## src/rtl/mpr_pkg.sv

```systemverilog
package mpr_pkg;

	// Pin count and width of one routing field.
	localparam int PIN_COUNT = 7;
	localparam int FN_WIDTH = 4;
	localparam int GPO_COUNT = 5;

	// Function codes of a routing field; code zero leaves the pin undriven.
	localparam logic [3:0] FN_INPUT = 4'h0;
	localparam logic [3:0] FN_INTX = 4'h1;
	localparam logic [3:0] FN_GPO = 4'h2;
	localparam logic [3:0] FN_LED = 4'h3;
	localparam logic [3:0] FN_VIDEO = 4'h4;
	localparam logic [3:0] FN_PWM = 4'h5;
	localparam logic [3:0] FN_GPE = 4'h6;
	localparam logic [3:0] FN_IRQ = 4'h7;
	localparam logic [3:0] FN_RING = 4'h8;
	localparam logic [3:0] FN_SERIRQ = 4'h9;
	localparam logic [3:0] FN_CLKRUN = 4'hA;
	localparam logic [3:0] FN_LOCK = 4'hB;
	localparam logic [3:0] FN_DMAREQ = 4'hC;
	localparam logic [3:0] FN_DMAGNT = 4'hD;

	// One bit per function code that each pin may take, pin 0 first.
	localparam logic [15:0] FN_LEGAL [PIN_COUNT] = '{
		16'h00FF, 16'h00FF, 16'h11FD, 16'h0281, 16'h09FD, 16'h20FD, 16'h0481
	};

	// General input and output index carried by each pin; pins 3 and 6 carry none and hold 0.
	localparam int GPIO_MAP [PIN_COUNT] = '{0, 1, 2, 0, 3, 4, 0};

	// Pins taken over by the serial EEPROM interface.
	localparam int SDA_PIN = 1;
	localparam int SCL_PIN = 4;

	// Values after reset.
	localparam logic [27:0] ROUTE_RESET = 28'h000_0000;
	localparam logic [4:0] GPO_RESET = 5'h00;

	// Serial clock timing: a quarter of a bit is the unit of the loader.
	localparam int CLOCK_KHZ = 20000;
	localparam int SCL_HALF_NS = 5000;
	localparam int SCL_QUARTER_CYCLES = (SCL_HALF_NS / 2) * CLOCK_KHZ / 1000000;
	localparam logic [7:0] SCL_QUARTER_LAST = 8'(SCL_QUARTER_CYCLES - 1);

	// EEPROM read sequence.
	localparam logic [7:0] EE_ADDR_WRITE = 8'hA0;
	localparam logic [7:0] EE_WORD_ADDR = 8'h00;
	localparam logic [7:0] EE_ADDR_READ = 8'hA1;
	localparam int LOAD_BYTES = 4;

endpackage

```

## src/rtl/mpr_eeprom_loader.sv

```systemverilog
`timescale 1ns/1ns
// Two-wire master that reads the default bytes from address zero of the EEPROM.
module mpr_eeprom_loader (
	input wire logic clock,
	input wire logic rst_n,
	input wire logic abort,
	input wire logic start,
	input wire logic sdaIn,
	output logic sclOut,
	output logic sdaLow,
	output logic busy,
	output logic done,
	output logic error,
	output logic byteValid,
	output logic [7:0] byteData,
	output logic [7:0] byteIndex
);
	typedef enum {LD_IDLE, LD_START, LD_SEND, LD_READ, LD_STOP, LD_DONE} mpr_ld_state_t;

	mpr_ld_state_t state_q, state_d;
	logic [7:0] tick_q, tick_d, shift_q, shift_d, idx_q, idx_d;
	logic [1:0] qtr_q, qtr_d, txSel_q, txSel_d;
	logic [3:0] bit_q, bit_d;
	logic scl_q, scl_d, sdaLow_q, sdaLow_d, err_q, err_d, done_q, done_d, valid_q, valid_d;
	logic tick, lastByte;

	function automatic logic [7:0] txByte(input logic [1:0] sel);
		case (sel)
			2'd0: txByte = mpr_pkg::EE_ADDR_WRITE;
			2'd1: txByte = mpr_pkg::EE_WORD_ADDR;
			default: txByte = mpr_pkg::EE_ADDR_READ;
		endcase
	endfunction

	assign tick = (tick_q == mpr_pkg::SCL_QUARTER_LAST);
	assign lastByte = (idx_q == 8'(mpr_pkg::LOAD_BYTES - 1));

	// Every phase change lands on a quarter tick, so SDA never moves while SCL is high
	// except for the start and stop conditions.
	always_comb begin
		state_d = state_q;
		shift_d = shift_q;
		idx_d = idx_q;
		qtr_d = qtr_q;
		txSel_d = txSel_q;
		bit_d = bit_q;
		scl_d = scl_q;
		sdaLow_d = sdaLow_q;
		err_d = err_q;
		done_d = done_q;
		valid_d = 1'b0;
		tick_d = tick ? 8'h00 : tick_q + 8'h01;
		if (tick) begin
			qtr_d = qtr_q + 2'd1;
		end
		case (state_q)
			LD_IDLE, LD_DONE: begin
				tick_d = 8'h00;
				qtr_d = 2'd0;
				scl_d = 1'b1;
				sdaLow_d = 1'b0;
				if (start) begin
					state_d = LD_START;
					txSel_d = 2'd0;
					idx_d = 8'h00;
					err_d = 1'b0;
					done_d = 1'b0;
				end
			end
			LD_START: begin
				if (tick) begin
					case (qtr_q)
						2'd0: sdaLow_d = 1'b0;
						2'd1: scl_d = 1'b1;
						2'd2: sdaLow_d = 1'b1;
						default: begin
							scl_d = 1'b0;
							state_d = LD_SEND;
							bit_d = 4'd0;
							shift_d = txByte(txSel_q);
						end
					endcase
				end
			end
			LD_SEND: begin
				if (tick) begin
					case (qtr_q)
						2'd0: sdaLow_d = (bit_q == 4'd8) ? 1'b0 : !shift_q[7];
						2'd1: scl_d = 1'b1;
						2'd2: err_d = err_q | ((bit_q == 4'd8) & sdaIn);
						default: begin
							scl_d = 1'b0;
							if (bit_q != 4'd8) begin
								shift_d = {shift_q[6:0], 1'b0};
								bit_d = bit_q + 4'd1;
							end else if (err_q) begin
								state_d = LD_STOP;
							end else if (txSel_q == 2'd0) begin
								txSel_d = 2'd1;
								bit_d = 4'd0;
								shift_d = txByte(2'd1);
							end else if (txSel_q == 2'd1) begin
								txSel_d = 2'd2;
								state_d = LD_START;
							end else begin
								state_d = LD_READ;
								bit_d = 4'd0;
							end
						end
					endcase
				end
			end
			LD_READ: begin
				if (tick) begin
					case (qtr_q)
						2'd0: sdaLow_d = (bit_q == 4'd8) && !lastByte;
						2'd1: scl_d = 1'b1;
						2'd2: begin
							if (bit_q != 4'd8) begin
								shift_d = {shift_q[6:0], sdaIn};
							end
						end
						default: begin
							scl_d = 1'b0;
							if (bit_q != 4'd8) begin
								bit_d = bit_q + 4'd1;
							end else begin
								valid_d = 1'b1;
								bit_d = 4'd0;
								if (lastByte) begin
									state_d = LD_STOP;
								end
							end
						end
					endcase
				end
			end
			LD_STOP: begin
				if (tick) begin
					case (qtr_q)
						2'd0: begin
							scl_d = 1'b0;
							sdaLow_d = 1'b1;
						end
						2'd1: scl_d = 1'b1;
						2'd2: sdaLow_d = 1'b0;
						default: begin
							state_d = LD_DONE;
							done_d = 1'b1;
						end
					endcase
				end
			end
			default: state_d = LD_IDLE;
		endcase
		// The index moves on only in the cycle after the byte strobe. The collector
		// then sees each byte together with its own number and not with the next one.
		if (valid_q && !lastByte) begin
			idx_d = idx_q + 8'h01;
		end
		// A bus reset in mid-read drops the transfer and releases both lines.
		if (abort) begin
			state_d = LD_IDLE;
			scl_d = 1'b1;
			sdaLow_d = 1'b0;
			done_d = 1'b0;
			tick_d = 8'h00;
		end
	end

	// Loader registers.
	always_ff @(posedge clock or negedge rst_n) begin
		if (!rst_n) begin
			state_q <= LD_IDLE;
			tick_q <= 8'h00;
			shift_q <= 8'h00;
			idx_q <= 8'h00;
			qtr_q <= 2'd0;
			txSel_q <= 2'd0;
			bit_q <= 4'd0;
			scl_q <= 1'b1;
			sdaLow_q <= 1'b0;
			err_q <= 1'b0;
			done_q <= 1'b0;
			valid_q <= 1'b0;
		end else begin
			state_q <= state_d;
			tick_q <= tick_d;
			shift_q <= shift_d;
			idx_q <= idx_d;
			qtr_q <= qtr_d;
			txSel_q <= txSel_d;
			bit_q <= bit_d;
			scl_q <= scl_d;
			sdaLow_q <= sdaLow_d;
			err_q <= err_d;
			done_q <= done_d;
			valid_q <= valid_d;
		end
	end

	assign sclOut = scl_q;
	assign sdaLow = sdaLow_q;
	assign busy = (state_q != LD_IDLE) && (state_q != LD_DONE);
	assign done = done_q;
	assign error = err_q;
	assign byteValid = valid_q;
	assign byteData = shift_q;
	assign byteIndex = idx_q;
endmodule

```

## src/rtl/mpr_router.sv

```systemverilog
`timescale 1ns/1ns
module mpr_router (
	input wire logic clock,
	input wire logic rst_n,
	input wire logic [6:0] pinIn,
	output logic [6:0] pinOut,
	output logic [6:0] pinOe,
	input wire logic eepromStrap,
	input wire logic globalResetIn_n,
	input wire logic busResetIn_n,
	input wire logic registerHold,
	input wire logic [1:0] cardSpeakerIn,
	input wire logic routeWrite,
	input wire logic [27:0] routeWrData,
	input wire logic gpoWrite,
	input wire logic [4:0] gpoWrData,
	input wire logic intaReq,
	input wire logic intbReq,
	input wire logic ledActive,
	input wire logic videoSwitch,
	input wire logic audioPwm,
	input wire logic gpeEvent,
	input wire logic [6:0] parIrq,
	input wire logic ringIndicate,
	input wire logic powerEvent,
	input wire logic ringPmeSelect,
	input wire logic serirqOut,
	input wire logic serirqOe,
	input wire logic clkrunLow,
	input wire logic dmaReq,
	output logic [27:0] route,
	output logic [4:0] gpo,
	output logic [4:0] generalInput,
	output logic lockIn,
	output logic dmaGrant,
	output logic clkrunIn,
	output logic serirqIn,
	output logic ringPmeOut,
	output logic hostSpeakerOut,
	output logic eepromMode,
	output logic eepromDone,
	output logic eepromError,
	output logic [15:0] subsystemId,
	output logic [15:0] loadedDefaults
);
	logic [6:0] pinSync;
	logic [5:0] ctlSync;
	logic strapS, grstS_n, prstS_n, holdS;
	logic [1:0] spkS;
	logic regClear, prstRelease;
	logic ldScl, ldSdaLow, ldBusy, ldDone, ldErr, ldValid;
	logic [7:0] ldData, ldIndex;

	logic [27:0] route_q, route_d;
	logic [4:0] gpo_q, gpo_d;
	logic [31:0] loaded_q, loaded_d;
	logic eeMode_q, eeMode_d, prstPrev_q, ldStart_q, ldStart_d;
	logic [6:0] pinOut_q, pinOut_d, pinOe_q, pinOe_d;
	logic [4:0] gpi_q, gpi_d;
	logic lock_q, lock_d, gnt_q, gnt_d, clkrun_q, clkrun_d, serirq_q, serirq_d;
	logic ringPme_q, ringPme_d, spk_q, spk_d;

	// Routing field of one pin, forced back to the undriven code if the pin lacks it.
	function automatic logic [3:0] legalCode(input int pin, input logic [27:0] fields);
		logic [3:0] code;
		code = fields[pin*mpr_pkg::FN_WIDTH +: mpr_pkg::FN_WIDTH];
		legalCode = mpr_pkg::FN_LEGAL[pin][code] ? code : mpr_pkg::FN_INPUT;
	endfunction

	// Every pin-side level goes through two flops before anything reads it.
	mpr_sync #(.WIDTH(7)) u_pinSync (
		.clock(clock),
		.rst_n(rst_n),
		.din(pinIn),
		.dout(pinSync)
	);

	mpr_sync #(.WIDTH(6)) u_ctlSync (
		.clock(clock),
		.rst_n(rst_n),
		.din({eepromStrap, globalResetIn_n, busResetIn_n, registerHold, cardSpeakerIn}),
		.dout(ctlSync)
	);

	assign {strapS, grstS_n, prstS_n, holdS, spkS} = ctlSync;

	// The hold input shields the registers from both system resets.
	assign regClear = (!grstS_n || !prstS_n) && !holdS;
	assign prstRelease = prstS_n && !prstPrev_q;

	mpr_eeprom_loader u_loader (
		.clock(clock),
		.rst_n(rst_n),
		.abort(!prstS_n),
		.start(ldStart_q),
		.sdaIn(pinSync[mpr_pkg::SDA_PIN]),
		.sclOut(ldScl),
		.sdaLow(ldSdaLow),
		.busy(ldBusy),
		.done(ldDone),
		.error(ldErr),
		.byteValid(ldValid),
		.byteData(ldData),
		.byteIndex(ldIndex)
	);

	// Software registers, strap capture and EEPROM byte collection.
	always_comb begin
		route_d = route_q;
		gpo_d = gpo_q;
		loaded_d = loaded_q;
		eeMode_d = eeMode_q;
		ldStart_d = 1'b0;
		if (routeWrite) begin
			for (int p = 0; p < mpr_pkg::PIN_COUNT; p++) begin
				route_d[p*mpr_pkg::FN_WIDTH +: mpr_pkg::FN_WIDTH] = legalCode(p, routeWrData);
			end
		end
		if (gpoWrite) begin
			gpo_d = gpoWrData;
		end
		// The strap is only looked at on the edge where the bus reset lets go.
		if (prstRelease) begin
			eeMode_d = !strapS;
			ldStart_d = !strapS;
		end
		if (ldValid && ldIndex < 8'(mpr_pkg::LOAD_BYTES)) begin
			loaded_d[ldIndex[1:0]*8 +: 8] = ldData;
		end
		if (regClear) begin
			route_d = mpr_pkg::ROUTE_RESET;
			gpo_d = mpr_pkg::GPO_RESET;
		end
	end

	// Register group; the strap choice survives as long as the loader needs it.
	always_ff @(posedge clock or negedge rst_n) begin
		if (!rst_n) begin
			route_q <= mpr_pkg::ROUTE_RESET;
			gpo_q <= mpr_pkg::GPO_RESET;
			loaded_q <= 32'h0000_0000;
			eeMode_q <= 1'b0;
			ldStart_q <= 1'b0;
			prstPrev_q <= 1'b0;
		end else begin
			route_q <= route_d;
			gpo_q <= gpo_d;
			loaded_q <= loaded_d;
			eeMode_q <= eeMode_d;
			ldStart_q <= ldStart_d;
			prstPrev_q <= prstS_n;
		end
	end

	// Pin drivers. Open-drain functions enable the pad only to pull it low.
	always_comb begin
		logic [3:0] code;
		code = mpr_pkg::FN_INPUT;
		pinOut_d = 7'h00;
		pinOe_d = 7'h00;
		gpi_d = gpi_q;
		lock_d = 1'b1;
		gnt_d = 1'b1;
		clkrun_d = 1'b0;
		serirq_d = 1'b1;
		for (int p = 0; p < mpr_pkg::PIN_COUNT; p++) begin
			code = route_q[p*mpr_pkg::FN_WIDTH +: mpr_pkg::FN_WIDTH];
			case (code)
				mpr_pkg::FN_INPUT: begin
					if (mpr_pkg::FN_LEGAL[p][mpr_pkg::FN_GPO]) begin
						gpi_d[mpr_pkg::GPIO_MAP[p]] = pinSync[p];
					end
				end
				mpr_pkg::FN_INTX: begin
					pinOe_d[p] = (p == 0) ? intaReq : intbReq;
				end
				mpr_pkg::FN_GPO: begin
					pinOut_d[p] = gpo_q[mpr_pkg::GPIO_MAP[p]];
					pinOe_d[p] = 1'b1;
				end
				mpr_pkg::FN_LED, mpr_pkg::FN_VIDEO, mpr_pkg::FN_PWM, mpr_pkg::FN_GPE,
				mpr_pkg::FN_RING, mpr_pkg::FN_IRQ, mpr_pkg::FN_DMAREQ: begin
					pinOe_d[p] = 1'b1;
					case (code)
						mpr_pkg::FN_LED: pinOut_d[p] = ledActive;
						mpr_pkg::FN_VIDEO: pinOut_d[p] = videoSwitch;
						mpr_pkg::FN_PWM: pinOut_d[p] = audioPwm;
						mpr_pkg::FN_GPE: pinOut_d[p] = gpeEvent;
						mpr_pkg::FN_RING: pinOut_d[p] = ringIndicate;
						mpr_pkg::FN_DMAREQ: pinOut_d[p] = dmaReq;
						default: pinOut_d[p] = parIrq[p];
					endcase
				end
				mpr_pkg::FN_SERIRQ: begin
					pinOut_d[p] = serirqOut;
					pinOe_d[p] = serirqOe;
					serirq_d = pinSync[p];
				end
				mpr_pkg::FN_CLKRUN: begin
					pinOe_d[p] = clkrunLow;
					clkrun_d = pinSync[p];
				end
				mpr_pkg::FN_LOCK: lock_d = pinSync[p];
				mpr_pkg::FN_DMAGNT: gnt_d = pinSync[p];
				default: pinOe_d[p] = 1'b0;
			endcase
		end
		// The serial interface wins over any routing of its two pins.
		if (eeMode_q) begin
			pinOut_d[mpr_pkg::SDA_PIN] = 1'b0;
			pinOe_d[mpr_pkg::SDA_PIN] = ldBusy && ldSdaLow;
			pinOut_d[mpr_pkg::SCL_PIN] = ldScl;
			pinOe_d[mpr_pkg::SCL_PIN] = ldBusy;
		end
		ringPme_d = ringPmeSelect ? powerEvent : ringIndicate;
		spk_d = spkS[0] ^ spkS[1];
	end

	// Output flops; nothing reaches a port without passing one.
	always_ff @(posedge clock or negedge rst_n) begin
		if (!rst_n) begin
			pinOut_q <= 7'h00;
			pinOe_q <= 7'h00;
			gpi_q <= 5'h00;
			lock_q <= 1'b1;
			gnt_q <= 1'b1;
			clkrun_q <= 1'b0;
			serirq_q <= 1'b1;
			ringPme_q <= 1'b0;
			spk_q <= 1'b0;
		end else begin
			pinOut_q <= pinOut_d;
			pinOe_q <= pinOe_d;
			gpi_q <= gpi_d;
			lock_q <= lock_d;
			gnt_q <= gnt_d;
			clkrun_q <= clkrun_d;
			serirq_q <= serirq_d;
			ringPme_q <= ringPme_d;
			spk_q <= spk_d;
		end
	end

	assign pinOut = pinOut_q;
	assign pinOe = pinOe_q;
	assign route = route_q;
	assign gpo = gpo_q;
	assign generalInput = gpi_q;
	assign lockIn = lock_q;
	assign dmaGrant = gnt_q;
	assign clkrunIn = clkrun_q;
	assign serirqIn = serirq_q;
	assign ringPmeOut = ringPme_q;
	assign hostSpeakerOut = spk_q;
	assign eepromMode = eeMode_q;
	assign eepromDone = ldDone;
	assign eepromError = ldErr;
	assign subsystemId = loaded_q[15:0];
	assign loadedDefaults = loaded_q[31:16];
endmodule

```

## src/rtl/mpr_sync.sv

```systemverilog
`timescale 1ns/1ns
// Two-stage synchroniser for pins that come from outside the clock domain.
module mpr_sync #(
	parameter int WIDTH = 1
) (
	input wire logic clock,
	input wire logic rst_n,
	input wire logic [WIDTH-1:0] din,
	output logic [WIDTH-1:0] dout
);
	logic [WIDTH-1:0] meta_q;

	// The first stage feeds only the second one.
	always_ff @(posedge clock or negedge rst_n) begin
		if (!rst_n) begin
			meta_q <= '0;
			dout <= '0;
		end else begin
			meta_q <= din;
			dout <= meta_q;
		end
	end
endmodule

```

## config.mk

```make
export PLATFORM = sky130hd
export DESIGN_NAME = mpr_router
export DESIGN_NICKNAME = d
export VERILOG_FILES = /design/src/rtl/mpr_pkg.sv /design/src/rtl/mpr_eeprom_loader.sv /design/src/rtl/mpr_router.sv /design/src/rtl/mpr_sync.sv
export SDC_FILE = /design/constraint.sdc
export NUM_CORES = 1
export LEC_CHECK = 0
export ABC_AREA = 1
export BUFFER_PORTS_ARGS = -buffer_cell sky130_fd_sc_hd__buf_2
export CAP_MARGIN = 10
export CORE_MARGIN = 1.5
export CORE_UTILIZATION = 30
export CTS_CLUSTER_SIZE = 20
export DETAILED_ROUTE_END_ITERATION = 8
export MAX_ROUTING_LAYER = met4
export SLEW_MARGIN = 5
export SYNTH_ARGS = -nofsm -noshare
export SYNTH_HDL_FRONTEND = slang
export SYNTH_SLANG_ARGS = --single-unit
```

## constraint.sdc

```tcl
create_clock -name clock -period 1.9 [get_ports clock]
set_input_delay 0.38 -clock clock [delete_from_list [all_inputs] [get_ports clock]]
set_output_delay 0.38 -clock clock [all_outputs]
set_load 0.05 [all_outputs]
```

==> results.yml <==
status:
  status: "complete, but fails checks"
  failed_checks: "design-rule violations"
die:
  core_sq_um: 26100
  die_area_sq_um: 27600
  fp-row-count: 59
  die_y_um: 166
  io_pins: 163
  die_w_um: 166
  start_util_pct: 30.6
finish:
  fin_area_sq_um: 9940
  nets: 1274
  n_antenna_cell: 0
  drive_above_1_share_pct: 21.4
  mostFrequentLayoutCell: "nand2_1"
  layout.cells.non_filler: 1538
  final_cell_mix: "nand2_1 (223), buf_2 (159), dfrtp_1 (152), inv_1 (141), nor2_1 (102)"
  syn_to_final_growth_pct: 24.4
  nFillCells: 2778
synthesis:
  yosysUniqueCellTypes: 44
  syn-cell-area_sq_um: 7990
  syn_inst: 1005
  synth-edff-count: 0
  synth_area_leaders: "dfrtp_1 (48%), nand2_1 (11%), inv_1 (6.6%)"
  synth_top_cell_by_area: "dfrtp_1"
  synth.top_cell.area_share_pct: 47.9
  syn_area_per_cell_sq_um: 7.95
  synth-seq-cells: 157
  ys_warn_count: 0
  async_flop_share_pct: 100
  synthFlopType: "dfrtp_1"
  yosysSeqAreaShare_pct: 49.2
drt:
  routed_wl_um: 23100
  route.detailed.drc: 8
  routed_via_density: 4.91
  drt-initial-drc-count: 536
  dr_total_vias: 7557
  met2WireLength_um: 10600
  top_layer_used: "met4"
  met3_length_um: 1410
  routedWlPerCell_um: 15.0
  drt-met1-wl_um: 10700
  dr.pass1.iters: 7
  ant_nets: 0
clock_tree:
  insertion_delay_ns: 0.43
  clock_path_buffers: 2
  cts.sinks: 157
  cts_htree_levels: 4
  cts_tree: "built"
  clock-root-buffer: "clkbuf_16"
  cts_made_buffers: 17
  clk_pin_slew_worst_paths_ns: 0.07
critical_path:
  critPathKind: "flip-flop to flip-flop"
  arrival_ns: 2.10
  critPathMaxFanout: 13
  cp-start-kind: "flip-flop"
  crit_required_ns: 2.22
  cp-end-kind: "flip-flop"
  r2r_cells: 11
sta:
  slew_headroom_pct: 64.1
  fmax_ghz: 0.560
  period_share_pct: 93.9
  setup_violations: 0
  post-route-min-period_ns: 1.78
  skew_ns: 0.0124
  worst_pin_slew_ns: 0.538
  drv_slew: 0
  hold_viol: 0
place:
  gp_congestion: 0.894
  dpl.hpwl_um: 18000
  dpl_cell_area_sq_um: 9310
  io_buffers: 160
  post-place-cells: 1504
grt:
  grt_max_degree: 52
  grt_pass1_vias: 7356
  antenna_found_initial: 0
  gr-total-overflow: 0
  track_usage_pct: 17.8
  grt_pass1_wl_um: 38300
hold_path:
  hold_class: "input port to flip-flop"
  hold_depth: 1
run:
  maxCapViolations: 0
power:
  leakage_nw: 5.12
  powerDensity_nw_per_um2: 915
  ir_drop_v: 0.000570
  p_total_w: 0.00909
layer usage:
metal  vias to the layer above  GRT usage, %
met1                      3593          23.5
li1                       3682             -
met4                         0          6.10
met5                         -             -
met2                       250          27.2
met3                        32          3.74
cells in the mapped netlist, drive strengths merged, types with 9 or more instances:
cell type / count
ha: 14
nand3: 81
nor3: 9
dfrtp: 153
inv: 146
nor2: 112
o21ai: 91
buf: 9
a31oi: 13
nand2: 237
o22ai: 16
a21oi: 34
nand4: 30
state kept, by name (all words and copies together), names as in the netlist, 7 cells and up:
register and cells:
u_loader.tick_q 8, route 26, u_loader.byteIndex 8, u_pinSync.meta_q 7, u_pinSync.dout 7, pinOut 7
pinOe 7, loaded_q 32, u_loader.byteData 8
final timing paths:
| check | start | endpoint | slack [ns] |
|---|---|---|---|
| max | u_loader.bit_q[0]$_DFFE_PN0P_ | u_loader.byteData[5]$_DFFE_PN0P_ | 0.12 |
| min | eepromStrap | u_ctlSync.meta_q[5]$_DFF_PN0_ | 0.05 |
| max reg2reg | u_loader.bit_q[0]$_DFFE_PN0P_ | u_loader.byteData[5]$_DFFE_PN0P_ | 0.12 |
| min reg2reg | u_pinSync.meta_q[0]$_DFF_PN0_ | u_pinSync.dout[0]$_DFF_PN0_ | 0.35 |
| max in group asynchronous | rst_n | dmaGrant$_DFF_PN1_ | 0.78 |
| min in group asynchronous | rst_n | loaded_q[15]$_DFFE_PN0P_ | 0.41 |
stage by stage:
stage	setup WS (ns)	TNS, ns	util [%]	hold slack [ns]
2_1_floorplan	0.0643	0	-	0.0844
3_3_place_gp	0.148	0	35.6	0.297
3_5_place_dp	0.0122	0	35.6	0.302
4_1_cts	0.110	0	38.0	0.0337
5_1_grt	-0.0374	-0.0995	38.0	0.0295
6_report	0.115	0	38.0	0.0488
worst max-delay path, stage by stage (launching register included):
cell,delay (ns)
dfrtp_2,0.44
inv_1,0.09
ha_1,0.17
nand3b_1,0.21
nor2_4,0.19
nand2_2,0.08
nand2_4,0.08
nor2_4,0.05
nand2_4,0.18
nand2_1,0.09
nand2_1,0.07
inv_1,0.03
cell families (layout without fill, tap and decap cells):
kind of cell / after synthesis / count (layout) / share of synthesized area (%)
xor+xnor: 7 / 7 / 0.767
buf+inv: 163 / 360 / 7.99
fa+ha+maj: 14 / 14 / 2.19
simple gates: 480 / 480 / 26.5
flops: 157 / 157 / 49.2
other cells: 1 / 2 / 0.0469
compound gates: 183 / 183 / 13.3
cell type report:
cell class / count / area (sq um) / share of cell area, %
clock buffers: 17 / 425 / 4.28
clock inverters: 15 / 173 / 1.74
inverters: 147 / 552 / 5.55
multi-input cells: 686 / 3440 / 34.7
flip-flops and latches: 157 / 3940 / 39.6
well taps: 335 / 419 / 4.22
repair buffers: 181 / 992 / 9.98
power breakdown:
group | switching [W] | internal (W) | leakage [nW]
sequential | 0.000196 | 0.00355 | 2.06
combinational | 0.00142 | 0.000538 | 2.77
clock | 0.00162 | 0.00177 | 0.292
total | 0.00323 | 0.00586 | 5.12
what timing repair did:
item,4_1_cts,5_1_grt
hold buffers,1,0
setup endpoints to repair,1,21
gates resized for setup,1,5
hold endpoints to repair,30,0
setup buffers,0,1
No activity file was read; power rests on OpenSTA's default activity.
